<file path="src/include/ssc_consts.svh">
/*
  Offsets, field positions, reset values and fixed widths of the
  supervisor status and counter-delegation CSR block.
  Assumes a 12-bit CSR address space and a 64-bit supervisor word.
*/
`ifndef SSC_CONSTS_SVH
`define SSC_CONSTS_SVH

`define SSC_XLEN 64
`define SSC_NCNT 32
`define SSC_NIRQ 16

// CSR addresses
`define SSC_A_SSTATUS 12'h100
`define SSC_A_SIE 12'h104
`define SSC_A_SCNTINH 12'h120
`define SSC_A_VSIE 12'h204
`define SSC_A_VSIP 12'h244
`define SSC_A_MSTATUS 12'h300
`define SSC_A_MIDELEG 12'h303
`define SSC_A_MCNTEN 12'h306
`define SSC_A_MVIEN 12'h308
`define SSC_A_MVIP 12'h309
`define SSC_A_MENVCFG 12'h30A
`define SSC_A_MCNTINH 12'h320
`define SSC_A_HIDELEG 12'h603
`define SSC_A_HVIEN 12'h618
`define SSC_A_HVIP 12'h645
`define SSC_A_SCNTOVF 12'hDA0

// Status, menvcfg and overflow-interrupt field positions
`define SSC_B_SIE 1
`define SSC_B_SUP_PRIOR_IRQ_ENABLE 5
`define SSC_B_SPP 8
`define SSC_B_SD 63
`define SSC_B_CDE 60
`define SSC_B_LCOF 13

// Reset values
`define SSC_R_SIE 1'h0
`define SSC_R_SUP_PRIOR_IRQ_ENABLE 1'h0
`define SSC_R_SPP 1'h0
`define SSC_R_CDE 1'h0
`define SSC_R_CNT 32'h0
`define SSC_R_IEN 16'h0

// Index of each local-overflow bit cell
`define SSC_L_MVIP 0
`define SSC_L_MVIEN 1
`define SSC_L_HVIP 2
`define SSC_L_HVIEN 3
`define SSC_L_VSIE 4
`define SSC_L_MIDELEG 5
`define SSC_L_HIDELEG 6
`define SSC_NLCOF 7

// Delegation cells are optional; 1 makes them writable
`define SSC_DELEG_LCOF_IMPL 1'h1

`endif

</file>
<file path="src/include/ssc_pkg.sv">
/*
  Types shared by the supervisor CSR block.
  Assumes ssc_consts.svh sits beside it on the include path.
*/
package ssc_pkg;
  typedef enum logic [1:0] {
    SSC_PRIV_U = 2'h0,
    SSC_PRIV_S = 2'h1,
    SSC_PRIV_M = 2'h3
  } ssc_priv_t;
endpackage

</file>
<file path="src/rtl/ssc_bit_cell.sv">
/*
  One writable CSR bit with a constant reset value.
  Assumes the write strobe is already qualified by the access check.
*/
module ssc_bit_cell
  import ssc_pkg::*;
#(
  parameter logic RST_VAL = 1'h0
) (
  input wire logic clk,
  input wire logic rst,
  input wire logic we,
  input wire logic wd,
  output logic q
);
  logic q_ff;
  always_ff @(posedge clk or posedge rst) begin
    if (rst) begin
      q_ff <= RST_VAL;
    end else if (we) begin
      q_ff <= wd;
    end
  end
  assign q = q_ff;
endmodule

</file>
<file path="src/rtl/ssc_access_check.sv">
/*
  Combinational privilege check for one CSR access.
  Assumes the address is stable for the request cycle and that the
  caller states whether the address is implemented.
*/
`include "ssc_consts.svh"
module ssc_access_check
  import ssc_pkg::*;
(
  // Access
  input wire logic [11:0] addr,
  input wire logic we,
  input wire logic known,
  // Hart state
  input wire logic [1:0] priv,
  input wire logic virt,
  input wire logic cde,
  // Verdict
  output logic illegal,
  output logic virtual_exc
);
  wire [1:0] need = addr[9:8];
  wire ro = (addr[11:10] == 2'h3);
  wire is_inh = (addr == `SSC_A_SCNTINH);
  wire is_ovf = (addr == `SSC_A_SCNTOVF);
  wire low = (priv < need);
  // A guest in supervisor mode touching hypervisor-level state is trapped to the host
  wire guest_h = virt && (need == 2'h2) && (priv == 2'h1);
  wire guest_u_s = virt && (priv == 2'h0) && (need == 2'h1);
  wire inh_ill = is_inh && !cde;
  wire inh_virt = is_inh && cde && virt;
  wire ovf_virt = is_ovf && cde && virt;
  wire v_any = inh_virt || ovf_virt || guest_h || guest_u_s;
  // Machine CSRs from below machine level give no hint they exist
  wire gen_ill = !known || (we && ro) || (low && !guest_h && !guest_u_s);
  assign virtual_exc = v_any && !inh_ill && !(!known || (we && ro));
  assign illegal = (inh_ill || gen_ill) && !virtual_exc;
endmodule

</file>
<file path="src/rtl/ssc_supervisor_csr.sv">
/*
  Supervisor status trap stack, counter-inhibit alias and local
  counter-overflow interrupt bits of one hart.
  Assumes the pipeline issues one CSR request at a time, gives the
  trap and return strobes as one-cycle pulses, and that machine-level
  mode changes arrive on the privilege load strobe.
*/
`include "ssc_consts.svh"

module ssc_supervisor_csr
  import ssc_pkg::*;
(
  // Clock and reset
  input wire logic SYS_CLK,
  input wire logic RESET,
  // CSR request
  input wire logic CSR_REQ,
  input wire logic CSR_WE,
  input wire logic [11:0] CSR_ADDR,
  input wire logic [63:0] CSR_WDATA,
  // CSR answer
  output logic CSR_ACK,
  output logic [63:0] CSR_RDATA,
  output logic CSR_ILLEGAL,
  output logic CSR_VIRTUAL,
  // Trap and return strobes
  input wire logic TRAP_TAKE,
  input wire logic SUPERVISOR_RETURN_EXEC,
  input wire logic PRIV_LOAD,
  input wire logic [1:0] PRIV_LOAD_MODE,
  input wire logic PRIV_LOAD_VIRT,
  // Hart mode
  output logic [1:0] PRIV_MODE,
  output logic VIRT_MODE,
  // Interrupts
  input wire logic [15:0] IRQ_PEND,
  output logic IRQ_TAKE,
  // Counters
  input wire logic [31:0] CNT_OVF,
  output logic [31:0] CNT_INHIBIT,
  output logic [31:0] CNT_DELEG,
  // Local overflow interrupt state
  output logic LCOF_VPEND_M,
  output logic LCOF_VPEND_H
);

  // State
  logic sie_ff;
  logic sup_prior_irq_enable_ff;
  logic spp_ff;
  logic cde_ff;
  logic [31:0] cnten_ff;
  logic [31:0] cntinh_ff;
  logic [15:0] ien_ff;
  ssc_priv_t priv_ff;
  logic virt_ff;
  logic ack_ff;
  logic [63:0] rdata_ff;
  logic ill_ff;
  logic vexc_ff;
  logic irq_ff;
  logic [31:0] deleg_ff;
  logic [`SSC_NLCOF-1:0] lcof_q;

  // Address decode
  wire hit_sst = (CSR_ADDR == `SSC_A_SSTATUS);
  wire hit_mst = (CSR_ADDR == `SSC_A_MSTATUS);
  wire hit_sie = (CSR_ADDR == `SSC_A_SIE);
  wire hit_sinh = (CSR_ADDR == `SSC_A_SCNTINH);
  wire hit_minh = (CSR_ADDR == `SSC_A_MCNTINH);
  wire hit_cnten = (CSR_ADDR == `SSC_A_MCNTEN);
  wire hit_env = (CSR_ADDR == `SSC_A_MENVCFG);
  wire hit_ovf = (CSR_ADDR == `SSC_A_SCNTOVF);
  wire hit_mvip = (CSR_ADDR == `SSC_A_MVIP);
  wire hit_mvien = (CSR_ADDR == `SSC_A_MVIEN);
  wire hit_hvip = (CSR_ADDR == `SSC_A_HVIP);
  wire hit_hvien = (CSR_ADDR == `SSC_A_HVIEN);
  wire hit_vsie = (CSR_ADDR == `SSC_A_VSIE);
  wire hit_vsip = (CSR_ADDR == `SSC_A_VSIP);
  wire hit_mdel = (CSR_ADDR == `SSC_A_MIDELEG);
  wire hit_hdel = (CSR_ADDR == `SSC_A_HIDELEG);
  wire known = hit_sst | hit_mst | hit_sie | hit_sinh | hit_minh |
               hit_cnten | hit_env | hit_ovf | hit_mvip | hit_mvien |
               hit_hvip | hit_hvien | hit_vsie | hit_vsip | hit_mdel |
               hit_hdel;

  // Access check
  logic acc_ill;
  logic acc_virt;
  ssc_access_check u_check (
    .addr(CSR_ADDR),
    .we(CSR_WE),
    .known(known),
    .priv(priv_ff),
    .virt(virt_ff),
    .cde(cde_ff),
    .illegal(acc_ill),
    .virtual_exc(acc_virt)
  );

  wire wr = CSR_REQ && CSR_WE && !acc_ill && !acc_virt;
  // A trap or return in the same cycle owns the status bits
  wire st_wr = wr && (hit_sst || hit_mst) && !TRAP_TAKE && !SUPERVISOR_RETURN_EXEC;

  // Delegation mask
  wire [31:0] deleg = cnten_ff & {32{cde_ff}};
  // Alias view: delegated bits only, the rest read zero
  wire [31:0] sinh_view = cntinh_ff & deleg;
  wire [31:0] nxt_cntinh =
    (wr && hit_minh) ? CSR_WDATA[31:0] :
    (wr && hit_sinh) ? ((cntinh_ff & ~deleg) |
                        (CSR_WDATA[31:0] & deleg)) :
    cntinh_ff;

  // Trap stack next values
  wire from_user = (priv_ff == SSC_PRIV_U);
  wire nxt_spp = TRAP_TAKE ? !from_user :
                 SUPERVISOR_RETURN_EXEC ? 1'b0 :
                 st_wr ? CSR_WDATA[`SSC_B_SPP] : spp_ff;
  wire nxt_sup_prior_irq_enable = TRAP_TAKE ? sie_ff :
                  SUPERVISOR_RETURN_EXEC ? 1'b1 :
                  st_wr ? CSR_WDATA[`SSC_B_SUP_PRIOR_IRQ_ENABLE] : sup_prior_irq_enable_ff;
  wire nxt_sie = TRAP_TAKE ? 1'b0 :
                 SUPERVISOR_RETURN_EXEC ? sup_prior_irq_enable_ff :
                 st_wr ? CSR_WDATA[`SSC_B_SIE] : sie_ff;

  // Privilege next value
  wire [1:0] ret_priv = spp_ff ? SSC_PRIV_S : SSC_PRIV_U;
  wire [1:0] nxt_priv = TRAP_TAKE ? SSC_PRIV_S :
                        SUPERVISOR_RETURN_EXEC ? ret_priv :
                        PRIV_LOAD ? PRIV_LOAD_MODE : priv_ff;
  wire nxt_virt = TRAP_TAKE ? 1'b0 :
                  SUPERVISOR_RETURN_EXEC ? virt_ff :
                  PRIV_LOAD ? PRIV_LOAD_VIRT : virt_ff;

  // Interrupt gating
  wire any_en = |(IRQ_PEND & ien_ff);
  wire glob = (priv_ff == SSC_PRIV_U) ||
              ((priv_ff == SSC_PRIV_S) && sie_ff);
  wire nxt_irq = any_en && glob && !TRAP_TAKE;

  // Status word: same fields for both views, nothing machine-only shown
  wire [63:0] st_word = (64'h1 << `SSC_B_SIE) * {63'h0, sie_ff} |
                        (64'h1 << `SSC_B_SUP_PRIOR_IRQ_ENABLE) * {63'h0, sup_prior_irq_enable_ff} |
                        (64'h1 << `SSC_B_SPP) * {63'h0, spp_ff};

  // Local overflow bit cells
  wire [63:0] lcof_mask = 64'h1 << `SSC_B_LCOF;
  wire [`SSC_NLCOF-1:0] lcof_we;
  wire [`SSC_NLCOF-1:0] lcof_ok;
  assign lcof_we[`SSC_L_MVIP] = wr && hit_mvip;
  assign lcof_we[`SSC_L_MVIEN] = wr && hit_mvien;
  assign lcof_we[`SSC_L_HVIP] = wr && (hit_hvip || hit_vsip);
  assign lcof_we[`SSC_L_HVIEN] = wr && hit_hvien;
  assign lcof_we[`SSC_L_VSIE] = wr && hit_vsie;
  assign lcof_we[`SSC_L_MIDELEG] = wr && hit_mdel;
  assign lcof_we[`SSC_L_HIDELEG] = wr && hit_hdel;
  assign lcof_ok = {{2{`SSC_DELEG_LCOF_IMPL}}, 5'h1F};

  genvar gi;
  generate
    for (gi = 0; gi < `SSC_NLCOF; gi = gi + 1) begin : g_lcof
      ssc_bit_cell #(.RST_VAL(1'h0)) u_cell (
        .clk(SYS_CLK),
        .rst(RESET),
        .we(lcof_we[gi] && lcof_ok[gi]),
        .wd(CSR_WDATA[`SSC_B_LCOF]),
        .q(lcof_q[gi])
      );
    end
  endgenerate

  function automatic logic [63:0] lbit(input logic b);
    lbit = b ? (64'h1 << `SSC_B_LCOF) : 64'h0;
  endfunction

  // Read selection; guest pending bit mirrors the hypervisor cell
  wire [63:0] rd_val =
    ({64{hit_sst | hit_mst}} & st_word) |
    ({64{hit_sie}} & {48'h0, ien_ff}) |
    ({64{hit_sinh}} & {32'h0, sinh_view}) |
    ({64{hit_minh}} & {32'h0, cntinh_ff}) |
    ({64{hit_cnten}} & {32'h0, cnten_ff}) |
    ({64{hit_env}} & ({63'h0, cde_ff} << `SSC_B_CDE)) |
    ({64{hit_ovf}} & {32'h0, CNT_OVF & deleg_ff}) |
    ({64{hit_mvip}} & lbit(lcof_q[`SSC_L_MVIP])) |
    ({64{hit_mvien}} & lbit(lcof_q[`SSC_L_MVIEN])) |
    ({64{hit_hvip | hit_vsip}} & lbit(lcof_q[`SSC_L_HVIP])) |
    ({64{hit_hvien}} & lbit(lcof_q[`SSC_L_HVIEN])) |
    ({64{hit_vsie}} & lbit(lcof_q[`SSC_L_VSIE])) |
    ({64{hit_mdel}} & lbit(lcof_q[`SSC_L_MIDELEG])) |
    ({64{hit_hdel}} & lbit(lcof_q[`SSC_L_HIDELEG]));
  wire [63:0] nxt_rdata = (CSR_REQ && !acc_ill && !acc_virt) ?
                          (rd_val & (hit_mvip | hit_mvien | hit_hvip |
                           hit_vsip | hit_hvien | hit_vsie | hit_mdel |
                           hit_hdel ? lcof_mask : 64'hFFFFFFFFFFFFFFFF)) :
                          64'h0;

  // Trap stack and privilege
  always_ff @(posedge SYS_CLK or posedge RESET) begin
    if (RESET) begin
      sie_ff <= `SSC_R_SIE;
      sup_prior_irq_enable_ff <= `SSC_R_SUP_PRIOR_IRQ_ENABLE;
      spp_ff <= `SSC_R_SPP;
      priv_ff <= SSC_PRIV_M;
      virt_ff <= 1'b0;
    end else begin
      sie_ff <= nxt_sie;
      sup_prior_irq_enable_ff <= nxt_sup_prior_irq_enable;
      spp_ff <= nxt_spp;
      priv_ff <= ssc_priv_t'(nxt_priv);
      virt_ff <= nxt_virt;
    end
  end

  // Configuration registers
  always_ff @(posedge SYS_CLK or posedge RESET) begin
    if (RESET) begin
      cde_ff <= `SSC_R_CDE;
      cnten_ff <= `SSC_R_CNT;
      cntinh_ff <= `SSC_R_CNT;
      ien_ff <= `SSC_R_IEN;
      deleg_ff <= `SSC_R_CNT;
    end else begin
      if (wr && hit_env) begin
        cde_ff <= CSR_WDATA[`SSC_B_CDE];
      end
      if (wr && hit_cnten) begin
        cnten_ff <= CSR_WDATA[31:0];
      end
      if (wr && hit_sie) begin
        ien_ff <= CSR_WDATA[15:0];
      end
      cntinh_ff <= nxt_cntinh;
      deleg_ff <= deleg;
    end
  end

  // Answer and interrupt outputs
  always_ff @(posedge SYS_CLK or posedge RESET) begin
    if (RESET) begin
      ack_ff <= 1'b0;
      rdata_ff <= 64'h0;
      ill_ff <= 1'b0;
      vexc_ff <= 1'b0;
      irq_ff <= 1'b0;
    end else begin
      ack_ff <= CSR_REQ;
      rdata_ff <= nxt_rdata;
      ill_ff <= CSR_REQ && acc_ill;
      vexc_ff <= CSR_REQ && acc_virt;
      irq_ff <= nxt_irq;
    end
  end

  // Counter-inhibit is registered, so counters see it one cycle late
  assign CSR_ACK = ack_ff;
  assign CSR_RDATA = rdata_ff;
  assign CSR_ILLEGAL = ill_ff;
  assign CSR_VIRTUAL = vexc_ff;
  assign PRIV_MODE = priv_ff;
  assign VIRT_MODE = virt_ff;
  assign IRQ_TAKE = irq_ff;
  assign CNT_INHIBIT = cntinh_ff;
  assign CNT_DELEG = deleg_ff;
  assign LCOF_VPEND_M = lcof_q[`SSC_L_MVIP];
  assign LCOF_VPEND_H = lcof_q[`SSC_L_HVIP];

endmodule

</file>
<file path="config.mk">
export PLATFORM = sky130hd
export DESIGN_NAME = ssc_supervisor_csr
export DESIGN_NICKNAME = d
export VERILOG_FILES = /design/src/include/ssc_pkg.sv /design/src/rtl/ssc_bit_cell.sv /design/src/rtl/ssc_access_check.sv /design/src/rtl/ssc_supervisor_csr.sv
export VERILOG_INCLUDE_DIRS = /design/src /design/src/include
export SDC_FILE = /design/constraint.sdc
export NUM_CORES = 1
export LEC_CHECK = 0
export BUFFER_PORTS_ARGS = -buffer_cell sky130_fd_sc_hd__buf_2
export CAP_MARGIN = 20
export CORE_MARGIN = 3
export CORE_UTILIZATION = 46
export CTS_CLUSTER_SIZE = 8
export DETAILED_ROUTE_END_ITERATION = 8
export MAX_ROUTING_LAYER = met4
export PLACE_DENSITY = 0.82
export SKIP_LAST_GASP = 1
export SLEW_MARGIN = 10
export SYNTH_ARGS = -nofsm -noshare
export SYNTH_HDL_FRONTEND = slang
export SYNTH_HIERARCHICAL = 1
export SYNTH_SLANG_ARGS = --single-unit
</file>
<file path="constraint.sdc">
create_clock -name SYS_CLK -period 5.2 [get_ports SYS_CLK]
set_input_delay 1.04 -clock SYS_CLK [delete_from_list [all_inputs] [get_ports SYS_CLK]]
set_output_delay 1.04 -clock SYS_CLK [all_outputs]
set_load 0.005 [all_outputs]
</file>
# Word-level counts from Yosys, hierarchy flattened
# Index checks and enable logic that the tools add are counted.
# word_totals
reg_bits	194
in_bits	134
elab_cells	199
out_inout_bits	137
# classes
reduce_logical	67
bitwise	61
n_eq_ne	21
magnitude_cmp	1
n_mux	27
# op_table
operator	count
OR 64 bit	13
bitwise AND 64 x 14 -> 64 bit	7
bitwise AND 64 x 32 -> 64 bit	4
bitwise AND 32 bit	5
2-to-1 mux 64 bit	2
== test 12 x 10 -> 1 bit (second input constant)	9
2-to-1 mux 14 bit	7
bitwise AND 64 x 16 -> 64 bit	1
bitwise AND 64 x 61 -> 64 bit	1
bitwise AND 64 bit	1
bitwise AND 64 x 9 -> 64 bit	1
2-to-1 mux 32 bit	2
logical AND 1 bit	40
== test 12 x 11 -> 1 bit (second input constant)	3
== test 12 x 9 -> 1 bit (second input constant)	3
inverter 32 bit	1
OR 32 bit	1
OR 1 bit	23
bitwise AND 16 bit	1
OR reduction 16 bit	1
2-to-1 mux 1 bit	13
== test 12 bit (second input constant)	1
zero test 1 bit	11
logical OR 1 bit	9
other kinds (11)	17

# Longest topological paths before layout
# depth
depth_word	31
depth_mapped	15
depth_no_buf	11

# Cells and area by module
# Netlist, hierarchy kept.
# by_module_without_submodules
module	instances	seq_area_each_um2	cells_each	area_per_inst_um2
ssc_supervisor_csr	1	3906.2	633	7419.6
ssc_bit_cell	7	25.0	3	43.8
ssc_access_check	1	0.0	20	142.6

# Worst setup path before layout
# OpenSTA, ideal clock, no wires.
# synth_path
path_kind	in2reg
startpoint	input port CSR_ADDR[1]
endpoint	register ien_ff[0]
path_buffers	4
setup_time_ps	127
t_arrival_ps	3977
path_stages	14
setup_slack_ps	1096
required_ps	5073
path_cell_list	buf_2 -> nor4_2 -> and3_1 -> clkbuf_1 -> clkbuf_1 -> nor4_1 -> nand4_1 -> o211ai_2 -> a21o_1 -> nor3b_4 -> nand2_2 -> nor4_4 -> buf_6 -> mux2_1
# synth_between
elab_chain_len	26
elab_cells_between_ends	53
cone_classes	16 x eq/ne; 15 x bitwise; 22 x reduce/logical
# synth_lines
item	line_no	text
start, declared	ssc_supervisor_csr.sv:19	input wire logic [11:0] CSR_ADDR,
== test 12 x 9 -> 1 bit (no line) / == test 12 x 10 -> 1 bit (equally long branches)	n/a	
OR 1 bit (5 in a row)	ssc_supervisor_csr.sv:82	wire known = hit_sst | hit_mst | hit_sie | hit_sinh | hit_minh |
OR 1 bit (5 in a row)	ssc_supervisor_csr.sv:83	hit_cnten | hit_env | hit_ovf | hit_mvip | hit_mvien |
OR 1 bit (4 in a row)	ssc_supervisor_csr.sv:84	hit_hvip | hit_hvien | hit_vsie | hit_vsip | hit_mdel |
OR 1 bit *	ssc_supervisor_csr.sv:84	
net known	ssc_supervisor_csr.sv:82	
zero test 1 bit *	ssc_access_check.sv:35, ssc_access_check.sv:36	
logical OR 1 bit *	ssc_access_check.sv:35, ssc_access_check.sv:36	
zero test 1 bit	ssc_access_check.sv:36	assign virtual_exc = v_any && !inh_ill && !(!known || (we && ro));
logical AND 1 bit	ssc_access_check.sv:36	
zero test 1 bit	ssc_access_check.sv:37	assign illegal = (inh_ill || gen_ill) && !virtual_exc;
logical AND 1 bit *	ssc_access_check.sv:37	
net acc_ill	ssc_supervisor_csr.sv:88	logic acc_ill;
zero test 1 bit *	ssc_supervisor_csr.sv:101	wire wr = CSR_REQ && CSR_WE && !acc_ill && !acc_virt;
logical AND 1 bit * (2 in a row)	ssc_supervisor_csr.sv:101	
logical AND 1 bit *	ssc_supervisor_csr.sv:231	if (wr && hit_sie) begin
end signal, assigned	ssc_supervisor_csr.sv:222	ien_ff <= `SSC_R_IEN;
end signal, assigned	ssc_supervisor_csr.sv:232	ien_ff <= CSR_WDATA[15:0];
end, declared	ssc_supervisor_csr.sv:54	logic [15:0] ien_ff;
# Mark *: on every way through the listed nets, which the timed path passes. The rest lies on a longest branch.
# A chain may end at the register's enable or synchronous reset.

# Worst setup path in the final report
# layout_path
startpoint	input port CSR_ADDR[9]
endpoint	register cnten_ff[29]
# layout_between
elab_chain_len	26
elab_cells_between_ends	63
cone_classes	1 x order compare; 18 x eq/ne; 15 x bitwise; 29 x reduce/logical
# layout_lines
item	line_no	text
== test 12 x 9 -> 1 bit (no line) / == test 12 x 10 -> 1 bit (equally long branches)	n/a	
OR 1 bit (5 in a row)	ssc_supervisor_csr.sv:82	
OR 1 bit (5 in a row)	ssc_supervisor_csr.sv:83	
OR 1 bit (4 in a row)	ssc_supervisor_csr.sv:84	
OR 1 bit *	ssc_supervisor_csr.sv:84	
net known	ssc_supervisor_csr.sv:82	
zero test 1 bit *	ssc_access_check.sv:35, ssc_access_check.sv:36	
logical OR 1 bit *	ssc_access_check.sv:35, ssc_access_check.sv:36	
zero test 1 bit	ssc_access_check.sv:36	
logical AND 1 bit	ssc_access_check.sv:36	
zero test 1 bit	ssc_access_check.sv:37	
logical AND 1 bit *	ssc_access_check.sv:37	
net acc_ill	ssc_supervisor_csr.sv:88	
zero test 1 bit *	ssc_supervisor_csr.sv:101	
logical AND 1 bit * (2 in a row)	ssc_supervisor_csr.sv:101	
logical AND 1 bit *	ssc_supervisor_csr.sv:228	if (wr && hit_cnten) begin
end signal, assigned	ssc_supervisor_csr.sv:220	cnten_ff <= `SSC_R_CNT;
end signal, assigned	ssc_supervisor_csr.sv:229	cnten_ff <= CSR_WDATA[31:0];
end, declared	ssc_supervisor_csr.sv:52	logic [31:0] cnten_ff;
# Marked as above.

==> flow_summary.ini <==
[outcome]
run_status = completed

[critical_path]
crit_type = input pin to register
path_delay_family = simple AND/OR/NAND/NOR gates
critical_path.slowest_cell = sky130_fd_sc_hd__buf_4
start_kind = input pin
timing.critical_path.to_type = register
crit_path_frequent_cell = sky130_fd_sc_hd__buf_4
worst-path-buf-inv = 3
worstPathCellList = buf_2 -> buf_4 -> nand3_2 -> nor2_1 -> o21ai_0 -> nand4_1 -> o211ai_2 -> a21o_1 -> nor3b_4 -> nand2_2 -> nor4_4 -> buf_4 -> mux2_2
rr_endpoint = cnten_ff[29]$_DFFE_PP0P_
rr_worst_depth = 8
cp.arrival_ns = 4.37
critical_path.reg2reg.startpoint = PRIV_MODE[0]$_DFFE_PP1P_
cp.required_ns = 5.51
r2r_slack_ns = 2.36
slowest_delay_ns = 0.50
critical_path.max_fanout = 44

[pwr]
swShare_pct = 23.2
powerDensity_nw_per_um2 = 282
switchingPower_uw = 626
leakagePower_nw = 4.80
cell_internal_pwr_mw = 2.07
power_frac_clock_pct = 47.5
total_power_draw_mw = 2.69
power.sequential.fraction_pct = 47.5
p_comb_share_pct = 5.0
worst_ir_drop_vdd_uv = 199

[timing]
slew-limit-headroom_pct = 33.0
finalWorstSetupSlack_ns = 1.14
slew_violations = 0
hold_viol = 0
skew_ns = 0.00793
setup_viol = 0
hold-worst-slack_ns = 0.505
layout_worst_path_cycle_share_pct = 78.0
achievable-frequency_mhz = 246
grt_setup_unrepaired = false
worst-slew-pin-transition_ns = 1.00
setup_tns_ns = 0
finalWorstPathRequiredPeriod_ns = 4.06

[synth]
synth_area_per_cell_um2 = 11.7
mappedNetlistArea_um2 = 7870
dominantRegCellSynth = sky130_fd_sc_hd__dfrtp_1
synth-seq-area-share_pct = 51.9
synth.ff_latch_count = 163
warning_count_from_the_yosys_run = 6
synth-async-reset-ratio_pct = 100
netlist-cell-type-count = 63
synthCells = 674
synth-edff-count = 0

[min_path]
hold_depth = 1
min_delay_worst_endpoint = cnten_ff[0]$_DFFE_PP0P_
hold_path.class = register to register
worst_hold_startpoint = cnten_ff[0]$_DFFE_PP0P_

[clock_network]
clkSlewWorstSetupHoldPaths_ns = 0.07
tritoncts.num_buffers = 17
clk_tree_root_cell = sky130_fd_sc_hd__clkbuf_16
htree_num_levels = 4
longest_clk_path_bufs = 2
clock_insertion_delay_worst_skew_ns = 0.42
post-cts-setup-buffers = 0
cts_tree = yes
cts_hold_buf = 0
cts.sink_count = 163
post_cts_resize_count = 0

[floorplan]
io_pins = 271
die_boundary_height_um = 137
initial_core_utilization_pct = 47.3
design.die.area_um2 = 18700
num_rows = 47
fp.dieW_um = 137
core_area_um2 = 16600

[final_layout]
area_growth_pct = 21.5
stdcell_count = 1106
design_area_final_um2 = 9560
layout.nets = 1006
layout-drive-gt1-share_pct = 35.9
number_of_filler_cells_placed_in_the_layout = 1414
post-route-util_pct = 57.4

[drt]
met1Wirelength_um = 8590
detail_route.drc_violations = 0
highest-signal-layer = met4
vias_per_cell = 5.61
detail-route-antenna-nets = 0
drt-pass1-iter-count = 5
drt-total-wl_um = 21100
routed-wl-met3_um = 1810
route.met2.wl_um = 10400
drt_iter0_drc = 460
via_count = 6202
routed_wire_length_per_instance_um = 19.1

[global_routing]
number_of_global_route_vias_before_repair = 6060
grt_first_pass_wirelength_um = 32100
globalRoute.totalOverflow = 0
gr-usage-all-layers_pct = 23.1
grt_start_max_net_pins = 157
antenna_found_initial = 2

[placement]
portbufs = 208
hpwl_um = 14100
globalplace.congestion = 0.868
place_worst_setup_slack_ns = 0.743
placed_cells = 1072
place_area_um2 = 8950

[flow_run]
max-cap-violations = 0
worst max path at each step:
stage,slack [ns],cells after the start,to,start
floorplan,1.10,14,ien_ff[0]$_DFFE_PP0P_,CSR_ADDR[1]
global placement,0.81,12,cnten_ff[30]$_DFFE_PP0P_,CSR_ADDR[1]
detailed placement,0.74,13,cnten_ff[30]$_DFFE_PP0P_,CSR_ADDR[9]
CTS,1.18,13,cnten_ff[30]$_DFFE_PP0P_,CSR_ADDR[9]
global route,0.88,13,cnten_ff[29]$_DFFE_PP0P_,CSR_ADDR[9]
finish,1.14,13,cnten_ff[29]$_DFFE_PP0P_,CSR_ADDR[9]
worst register-to-register path, delay by kind of cell (launching register included):
family	cells	cell delay [ns]
AO/OA/AOI/OAI	2	0.49
flip-flops	1	0.61
AND/OR/NAND/NOR	3	0.66
multiplexers	2	0.49
buffers and inverters	1	0.48
area by class of cell:
cell class	count	area (um^2)	share of cell area, %
flip-flops and latches	163	4080	42.7
inverters	13	52.6	0.550
diodes	2	5.00	0.0524
clock buffers	20	457	4.78
multi-input cells	457	3410	35.6
well taps	220	275	2.88
clock inverters	12	145	1.52
repair buffers	219	1140	11.9
metal layers:
| layer | track usage (%) | vias to the layer above |
|---|---|---|
| met2 | 36.7 | 254 |
| met3 | 6.47 | 25 |
| met4 | 7.26 | 0 |
| met1 | 28.7 | 3127 |
| li1 | - | 2796 |
| met5 | - | - |
cells in the mapped netlist (3+ instances only):
cell type                  count  area (um^2)
sky130_fd_sc_hd__dfrtp_1     161         4030
sky130_fd_sc_hd__mux2_1       70          788
sky130_fd_sc_hd__nand2_1      49          184
sky130_fd_sc_hd__buf_4        41          308
sky130_fd_sc_hd__and2_1       34          213
sky130_fd_sc_hd__nand3_1      34          170
sky130_fd_sc_hd__o211ai_1     29          218
sky130_fd_sc_hd__a31oi_1      26          163
sky130_fd_sc_hd__o21ai_2      20          175
sky130_fd_sc_hd__clkbuf_1     19         71.3
sky130_fd_sc_hd__mux2_2       15          169
sky130_fd_sc_hd__inv_1        13         48.8
sky130_fd_sc_hd__nor2_1       13         48.8
sky130_fd_sc_hd__o21ai_1      11         55.1
sky130_fd_sc_hd__a41oi_1      10         87.6
sky130_fd_sc_hd__buf_2         8         40.0
sky130_fd_sc_hd__a22oi_1       7         52.6
sky130_fd_sc_hd__mux2_4        7          105
sky130_fd_sc_hd__nand2b_1      7         43.8
sky130_fd_sc_hd__nor3_1        7         35.0
sky130_fd_sc_hd__nor2b_1       6         37.5
sky130_fd_sc_hd__a21oi_1       5         25.0
sky130_fd_sc_hd__mux2i_1       5         50.1
sky130_fd_sc_hd__o211a_1       5         50.1
sky130_fd_sc_hd__o21ai_0       5         25.0
sky130_fd_sc_hd__nand3b_1      4         30.0
sky130_fd_sc_hd__nand4_1       4         25.0
sky130_fd_sc_hd__and3_1        3         18.8
sky130_fd_sc_hd__buf_6         3         33.8
sky130_fd_sc_hd__nand3_2       3         30.0
sky130_fd_sc_hd__nor3_2        3         30.0
sky130_fd_sc_hd__nor4_4        3         63.8
sky130_fd_sc_hd__nor4b_1       3         26.3
cell usage in the layout (no fill, tap or decap), types with 4 or more instances in the layout:
cell type and count:
sky130_fd_sc_hd__clkbuf_16 17, sky130_fd_sc_hd__mux2_1 70, sky130_fd_sc_hd__conb_1 31, sky130_fd_sc_hd__a22oi_1 7, sky130_fd_sc_hd__a21oi_1 5, sky130_fd_sc_hd__a41oi_1 10, sky130_fd_sc_hd__mux2_2 15, sky130_fd_sc_hd__nand3b_1 4
sky130_fd_sc_hd__nand2_1 49, sky130_fd_sc_hd__inv_1 12, sky130_fd_sc_hd__nor3_1 7, sky130_fd_sc_hd__o21ai_1 11, sky130_fd_sc_hd__o211a_1 5, sky130_fd_sc_hd__clkinvlp_4 4, sky130_fd_sc_hd__o21ai_0 5, sky130_fd_sc_hd__nor2_1 13
sky130_fd_sc_hd__a31oi_1 26, sky130_fd_sc_hd__mux2i_1 5, sky130_fd_sc_hd__nor2b_1 6, sky130_fd_sc_hd__nand2b_1 7, sky130_fd_sc_hd__mux2_4 7, sky130_fd_sc_hd__nand3_1 34, sky130_fd_sc_hd__dfrtp_1 161, sky130_fd_sc_hd__and2_1 34
sky130_fd_sc_hd__buf_2 208, sky130_fd_sc_hd__o21ai_2 20, sky130_fd_sc_hd__buf_4 10, sky130_fd_sc_hd__nand4_1 4, sky130_fd_sc_hd__o211ai_1 29
kinds of logic after synthesis:
kind of cell | share of synthesized area [%]
AOI/OAI and AO/OA | 12.6
buffers and inverters | 6.38
xor gates and xnor gates | 0.111
muxes | 14.1
DFF | 51.9
and+or+nand+nor | 14.7
adders and majority gates | 0.159
other | 0.0477
power groups by stage:
| stage | combinational (mW) | sequential [mW] | clock, mW |
|---|---|---|---|
| after detailed placement | 0.135 | 1.30 | 0 |
| after CTS | 0.135 | 1.28 | 1.30 |
| after floorplan | 0.0793 | 1.30 | 0 |
| final | 0.135 | 1.28 | 1.28 |
| after global routing | 0.151 | 1.28 | 1.35 |
| after global placement | 0.133 | 1.30 | 0 |
Note: power is estimated with default switching activity, not from simulation.
